<file path="src/hdl/misc_regs_pkg.sv">
// misc_regs_pkg: offsets, field positions, reset values and types of the
// identity, byte order and hardware configuration registers.
// assumes a single system clock domain at 50 MHz.
package misc_regs_pkg;

  // ==========================================================
  // register offsets (byte addresses)
  localparam logic [9:0] OFS_IDENTITY = 10'h050;
  localparam logic [9:0] OFS_BYTE_ORDER = 10'h064;
  localparam logic [9:0] OFS_HW_CONFIG = 10'h074;

  // ==========================================================
  // field positions in the hardware configuration word
  localparam int READY_BIT = 27;
  localparam int XOVER2_BIT = 26;
  localparam int XOVER1_BIT = 25;

  // ==========================================================
  // constant values
  localparam logic [31:0] BYTE_ORDER_VALUE = 32'h8765_4321;
  localparam logic [31:0] RESET_READ_VALUE = 32'h0000_0000;
  localparam logic [15:0] IDENTITY_DEFAULT = 16'h0a5c; // arbitrary value, names no real part
  localparam logic [15:0] REVISION_DEFAULT = 16'h0001; // arbitrary value

  // ==========================================================
  // timing: settle time before the ready flag rises
  localparam int SETTLE_NS = 1000;
  localparam int CLK_NS = 20;
  localparam int SETTLE_CYCLES = (SETTLE_NS + CLK_NS - 1) / CLK_NS;

  // ==========================================================
  // types
  typedef enum logic [1:0] {
    HALF_BOTH,
    HALF_LOW,
    HALF_HIGH
  } half_sel_t;

  typedef struct packed {
    logic valid;
    logic write;
    logic [9:0] addr;
    half_sel_t half;
    logic [31:0] wdata;
  } reg_req_t;

  typedef struct packed {
    logic valid;
    logic [31:0] rdata;
  } reg_rsp_t;

  typedef struct packed {
    logic override_en;
    logic override_val;
  } xover_override_t;

endpackage

</file>
<file path="src/hdl/misc_system_id_config_regs.sv">
// misc_system_id_config_regs: identity, byte order and hardware
// configuration registers as read by the serial management slave.
// assumes requests come from management logic on clk_sys; straps are pins.
// Notes on behaviour
// RL1: fixed identity code in upper half
// RL2: revision value in lower half
// RL3: byte order register returns constant pattern
// RL4: byte order readable while not ready
// RL5: reads during reset never show pattern
// RL6: either half readable alone in extended mode
// RL7: config register pollable in reset, invalid then
// RL8: ready flag cleared by reset, set when settled
// RL9: ready rise can raise enabled interrupt
// RL10: host reads only permitted registers while not ready
// RL11: writes before ready are invalid, ignored
// RL12: port 2 crossover strap latched, loader rewritable
// RL13: port 1 crossover strap latched, loader rewritable
// RL14: per-port override replaces latched strap
// RL15: reserved config bits read zero
// RL16: writes to read-only registers ignored silently
`timescale 1ns/1ns

module misc_system_id_config_regs #(
  parameter logic [15:0] IDENTITY_CODE = misc_regs_pkg::IDENTITY_DEFAULT, // arbitrary
  parameter logic [15:0] REVISION_CODE = misc_regs_pkg::REVISION_DEFAULT // arbitrary
) (
  // clock and reset
  input wire logic clk_sys,
  input wire logic srst,
  // register access
  input wire misc_regs_pkg::reg_req_t req,
  output misc_regs_pkg::reg_rsp_t rsp,
  // straps and loader
  input wire logic strap_xover1,
  input wire logic strap_xover2,
  input wire logic loader_we,
  input wire logic loader_xover1,
  input wire logic loader_xover2,
  // per-port overrides from the phy special control registers
  input wire misc_regs_pkg::xover_override_t override1,
  input wire misc_regs_pkg::xover_override_t override2,
  // status and interrupt
  input wire logic ready_irq_en,
  output logic device_ready,
  output logic ready_irq,
  output logic xover1_eff,
  output logic xover2_eff
);

  // ==========================================================
  // strap synchronisers; first stage read only by the second
  logic [1:0] strap_s1_r;
  logic [1:0] strap_s2_r;
  always_ff @(posedge clk_sys) begin
    strap_s1_r <= {strap_xover2, strap_xover1};
    strap_s2_r <= strap_s1_r;
  end

  // ==========================================================
  // settle counter and ready flag
  logic [15:0] settle_r;
  logic [15:0] settle_nxt;
  logic ready_r;
  wire settle_done = (settle_r == 16'(misc_regs_pkg::SETTLE_CYCLES));
  assign settle_nxt = settle_done ? settle_r : settle_r + 16'h0001;

  always_ff @(posedge clk_sys) begin
    if (srst) begin
      settle_r <= 16'h0000;
      ready_r <= 1'b0; // RL8
    end else begin
      settle_r <= settle_nxt;
      ready_r <= settle_done; // RL8
    end
  end

  // ==========================================================
  // crossover strap latches: track the pins during reset, hold after unless the loader writes
  logic xover1_r;
  logic xover2_r;
  always_ff @(posedge clk_sys) begin
    if (srst) begin
      xover1_r <= strap_s2_r[0]; // RL13
      xover2_r <= strap_s2_r[1]; // RL12
    end else if (loader_we) begin
      xover1_r <= loader_xover1; // RL13
      xover2_r <= loader_xover2; // RL12
    end
  end

  wire xover1_nxt = override1.override_en ? override1.override_val : xover1_r; // RL14
  wire xover2_nxt = override2.override_en ? override2.override_val : xover2_r; // RL14

  // ==========================================================
  // read decode
  function automatic logic [31:0] half_mask(input misc_regs_pkg::half_sel_t h);
    case (h)
      misc_regs_pkg::HALF_LOW: half_mask = 32'h0000_ffff;
      misc_regs_pkg::HALF_HIGH: half_mask = 32'hffff_0000;
      default: half_mask = 32'hffff_ffff;
    endcase
  endfunction

  wire [31:0] ident_word = {IDENTITY_CODE, REVISION_CODE}; // RL1 RL2
  logic [31:0] cfg_word;
  always_comb begin
    cfg_word = 32'h0000_0000; // RL15
    cfg_word[misc_regs_pkg::READY_BIT] = ready_r;
    cfg_word[misc_regs_pkg::XOVER2_BIT] = xover2_r; // RL12
    cfg_word[misc_regs_pkg::XOVER1_BIT] = xover1_r; // RL13
  end

  wire hit_ident = (req.addr == misc_regs_pkg::OFS_IDENTITY);
  wire hit_byte = (req.addr == misc_regs_pkg::OFS_BYTE_ORDER);
  wire hit_cfg = (req.addr == misc_regs_pkg::OFS_HW_CONFIG);
  // while not ready only the pollable registers answer with content
  wire allowed = ready_r | hit_byte | hit_cfg; // RL4 RL10
  wire [31:0] sel_word =
    hit_byte ? misc_regs_pkg::BYTE_ORDER_VALUE : // RL3
    hit_cfg ? cfg_word :
    (hit_ident && allowed) ? ident_word : 32'h0000_0000;
  // half select applies to every register; harmless for identity
  wire [31:0] rd_word = sel_word & half_mask(req.half); // RL6

  // ==========================================================
  // response; writes store nothing, so they are silently dropped
  always_ff @(posedge clk_sys) begin
    if (srst) begin
      rsp <= '0; // RL5 RL7
      device_ready <= 1'b0;
      ready_irq <= 1'b0;
      xover1_eff <= 1'b0;
      xover2_eff <= 1'b0;
    end else begin
      rsp.valid <= req.valid; // RL11 RL16
      rsp.rdata <= (req.valid && !req.write) ? rd_word : misc_regs_pkg::RESET_READ_VALUE;
      device_ready <= ready_r;
      ready_irq <= ready_irq_en & settle_done & ~ready_r; // RL9
      xover1_eff <= xover1_nxt;
      xover2_eff <= xover2_nxt;
    end
  end
endmodule // misc_system_id_config_regs

</file>
<file path="config.mk">
export PLATFORM = sky130hd
export DESIGN_NAME = misc_system_id_config_regs
export DESIGN_NICKNAME = d
export VERILOG_FILES = /design/src/hdl/misc_regs_pkg.sv /design/src/hdl/misc_system_id_config_regs.sv
export SDC_FILE = /design/constraint.sdc
export NUM_CORES = 1
export LEC_CHECK = 0
export BUFFER_PORTS_ARGS = -buffer_cell sky130_fd_sc_hd__buf_4
export CAP_MARGIN = 20
export CORE_ASPECT_RATIO = 0.6
export CORE_UTILIZATION = 28
export CTS_CLUSTER_DIAMETER = 40
export DETAILED_ROUTE_END_ITERATION = 8
export GPL_TIMING_DRIVEN = 0
export MAX_ROUTING_LAYER = met4
export SYNTH_ARGS = -nofsm -noshare
export SYNTH_HDL_FRONTEND = slang
export SYNTH_SLANG_ARGS = --single-unit
</file>
<file path="constraint.sdc">
create_clock -name clk_sys -period 1.6 [get_ports clk_sys]
set_input_delay 0.08 -clock clk_sys [delete_from_list [all_inputs] [get_ports clk_sys]]
set_output_delay 0.08 -clock clk_sys [all_outputs]
set_load 0.005 [all_outputs]
</file>
==> flow_summary.yaml <==
power_and_ir_drop:
  power.switching_uw: 411.4
  ir_drop_mv: 0.3587
  clockPowerShare_pct: 40.4
  internal_power_mw: 1.497
  p_seq_share_pct: 49.3
  p_leak_nw: 1.068
  p_sw_share_pct: 21.56
  cellPowerDensity_nw_per_um2: 792.6
  power_frac_comb_pct: 10.3
routing:
  routedWlPerCell_um: 11.98
  wl_um: 3940
  vias: 1415
  viasPerCell: 4.301
  drtPass1Iterations: 4
  ant_nets: 0
  drtIter0Drc: 75
  drc: 0
job:
  cap_violations: 0
logic_synthesis:
  post-synth-top-count-cell: "dfxtp_1"
  ys_seq_area_share_pct: 43.31
  syn_inst: 178
  synthTopCellsByArea: "dfxtp_1 40%, buf_4 11%, edfxtp_1 3.5%"
  avgSynthCellArea_um2: 9.609
  yosys-top-cells-count: "34 x dfxtp_1, 24 x buf_4, 16 x nor2_1, 8 x a21oi_1, 8 x inv_1"
  yosysWarningCount: 0
  ys_seq_elements: 36
  yosysUniqueCellTypes: 40
  synth_flop_cell: "dfxtp_1"
  synth_top_area_share_pct: 39.80
  syn_area_um2: 1710
  synth_top_cell_by_area: "dfxtp_1"
  synth_edf_count: 2
  async_reset_ff_share_pct: 0
timing:
  whs_ns: 0.03250
  fin_skew_ns: 0.002293
  worst_slack_ns: 0.05685
  setup_viol: 0
  hold_violations: 0
  post-route-min-period_ns: 1.543
  finalCritPeriodShare_pct: 96.45
  rsz0062_at_grt: "yes"
  fin_setup_tns_ns: 0
  report.final.slew_viol_count: 0
  slew_headroom_pct: 65.18
  fmax_ghz: 0.6480
  worst_slew_pin_slew_ns: 0.5223
clock_tree:
  clk_pin_slew_ns: 0.07
  clock-sinks: 36
  htreeDepth: 2
  cts_tree: "yes"
  clock_latency_ns: 0.28
  cts_buffers: 5
  clk_path_buf_depth: 2
  post_cts.repair.setup_buffers: 0
  clockRootBuffer: "clkbuf_8"
setup_path:
  endpoint_kind: "flop"
  critPathRequiredTime_ns: 1.77
  worstPathArrival_ns: 1.71
  path_max_fanout: 6
  crit_chain: "inv_2, ha_2, nor4b_4, nand4_1, mux2_4"
  critPathKind: "flop to flop"
  critical_path_buf_inv_count: 1
  cpMaxStageDelayCell: "dfxtp_4"
  critical_path.top_delay_family: "simple AND/OR/NAND/NOR gates"
  critPathMaxStageDelay_ns: 0.37
  startpoint_type: "flop"
global_routing:
  grt_pass1_wl_um: 6375
  grt_usage_pct: 13.51
  overflow: 0
  grt_pass1_vias: 1314
  grt_antenna_before_repair: 0
  grt_max_degree: 12
floorplan:
  die_area_um2: 6435
  coreArea_um2: 5728
  dieHeight_um: 62.54
  row_count: 21
  start_util_pct: 29.86
  die_w_um: 102.9
  pin_count: 95
place:
  portBuffers: 46
  hpwl_um: 3074
  dp_cells: 319
  pre_cts_ws_ns: -0.2043
  gp_congestion: 0.7606
min_path:
  hold_class: "input pin to flop"
layout:
  insertedDiodeCount: 0
  syn_to_final_growth_pct: 40.75
  instances_no_fill: 329
  seqCellArea_um2: 752.0
  fin_nets: 308
  drive_gt1_share_pct: 41.37
  multi_input_area_um2: 829.5
  final_core_util_pct: 42.03
  fill_cells: 577
status:
  status: "finished clean"
## final timing paths
check                                 from                        to  slack [ns]  cells after the start
setup / recovery  settle_r[0]$_SDFFE_PP0P_  settle_r[0]$_SDFFE_PP0P_        0.06                      5
hold / removal                     req[45]        rsp[32]$_SDFF_PP0_        0.03                      2
hold reg to reg      strap_s1_r[0]$_DFF_P_     strap_s2_r[0]$_DFF_P_        0.33                      0
setup reg to reg  settle_r[0]$_SDFFE_PP0P_  settle_r[0]$_SDFFE_PP0P_        0.06                      5
## stage by stage
stage / instance area (µm²) / total power [mW]
floorplan: 1767 / 1.058
global placement: 2212 / 1.139
detailed placement: 2212 / 1.142
CTS: 2374 / 1.921
global route: 2407 / 1.995
finish: 2407 / 1.908
## power by group through the flow
stage | Combinational, mW | Sequential, mW | Clock, mW
5_1_grt | 0.216 | 0.944 | 0.834
3_5_place_dp | 0.182 | 0.960 | 0
3_3_place_gp | 0.179 | 0.960 | 0
6_report | 0.197 | 0.940 | 0.771
4_1_cts | 0.188 | 0.941 | 0.792
2_1_floorplan | 0.101 | 0.957 | 0
## layout by cell type, fill, tap and decap left out, types with 5 or more instances in the layout
master    Yosys  layout
nand2_1       5       5
nor2b_1       6       6
clkbuf_8      1       6
dfxtp_1      34      27
nor4_1        7       6
conb_1        1      16
dfxtp_2       0       6
a21oi_1       8       8
buf_4        24      70
inv_1         8       7
o21ai_0       5       5
nor2_1       16      16
mux2_2        5       5
nand3_1       5       5
## state kept, by name (all words and copies together) (netlist names)
name / count
xover1_eff: 1
strap_s2_r: 2
device_ready: 1
xover2_r: 1
ready_irq: 1
strap_s1_r: 2
xover2_eff: 1
rsp: 9
settle_r: 16
xover1_r: 1
ready_r: 1
## kinds of logic after synthesis
kind of cell	share of synthesized area, %
fa+ha+maj	1.463
compound gates	7.974
mux	6.437
flops	43.31
other cells	0.2192
buf+inv	14.85
simple gates	24.21
xor+xnor	1.536
## layer usage
layer	part of all wire [%]	global-route usage (%)	wire length (µm)	up-vias
met4	0.36	3.169	14	0
met1	53	20.37	2097	645
li1	-	-	-	734
met3	5.5	4.362	217	2
met5	0	-	0	-
met2	41	16.92	1611	34
## cell type report
cell class	instances	share of cell area, %
multi-input cells	120	34.46
flip-flops and latches	36	31.24
repair buffers	48	15.18
plain buffers	29	9.304
well taps	80	4.158
clock buffers	5	2.859
clock inverters	3	1.559
inverters	8	1.247
## timing repair
action,CTS,global route
pin swaps,1,1
hold endpoints to repair,2,0
resized for setup,7,12
setup endpoints to repair,5,9
hold buffers,2,0
No activity file was read; power rests on OpenSTA's default activity.
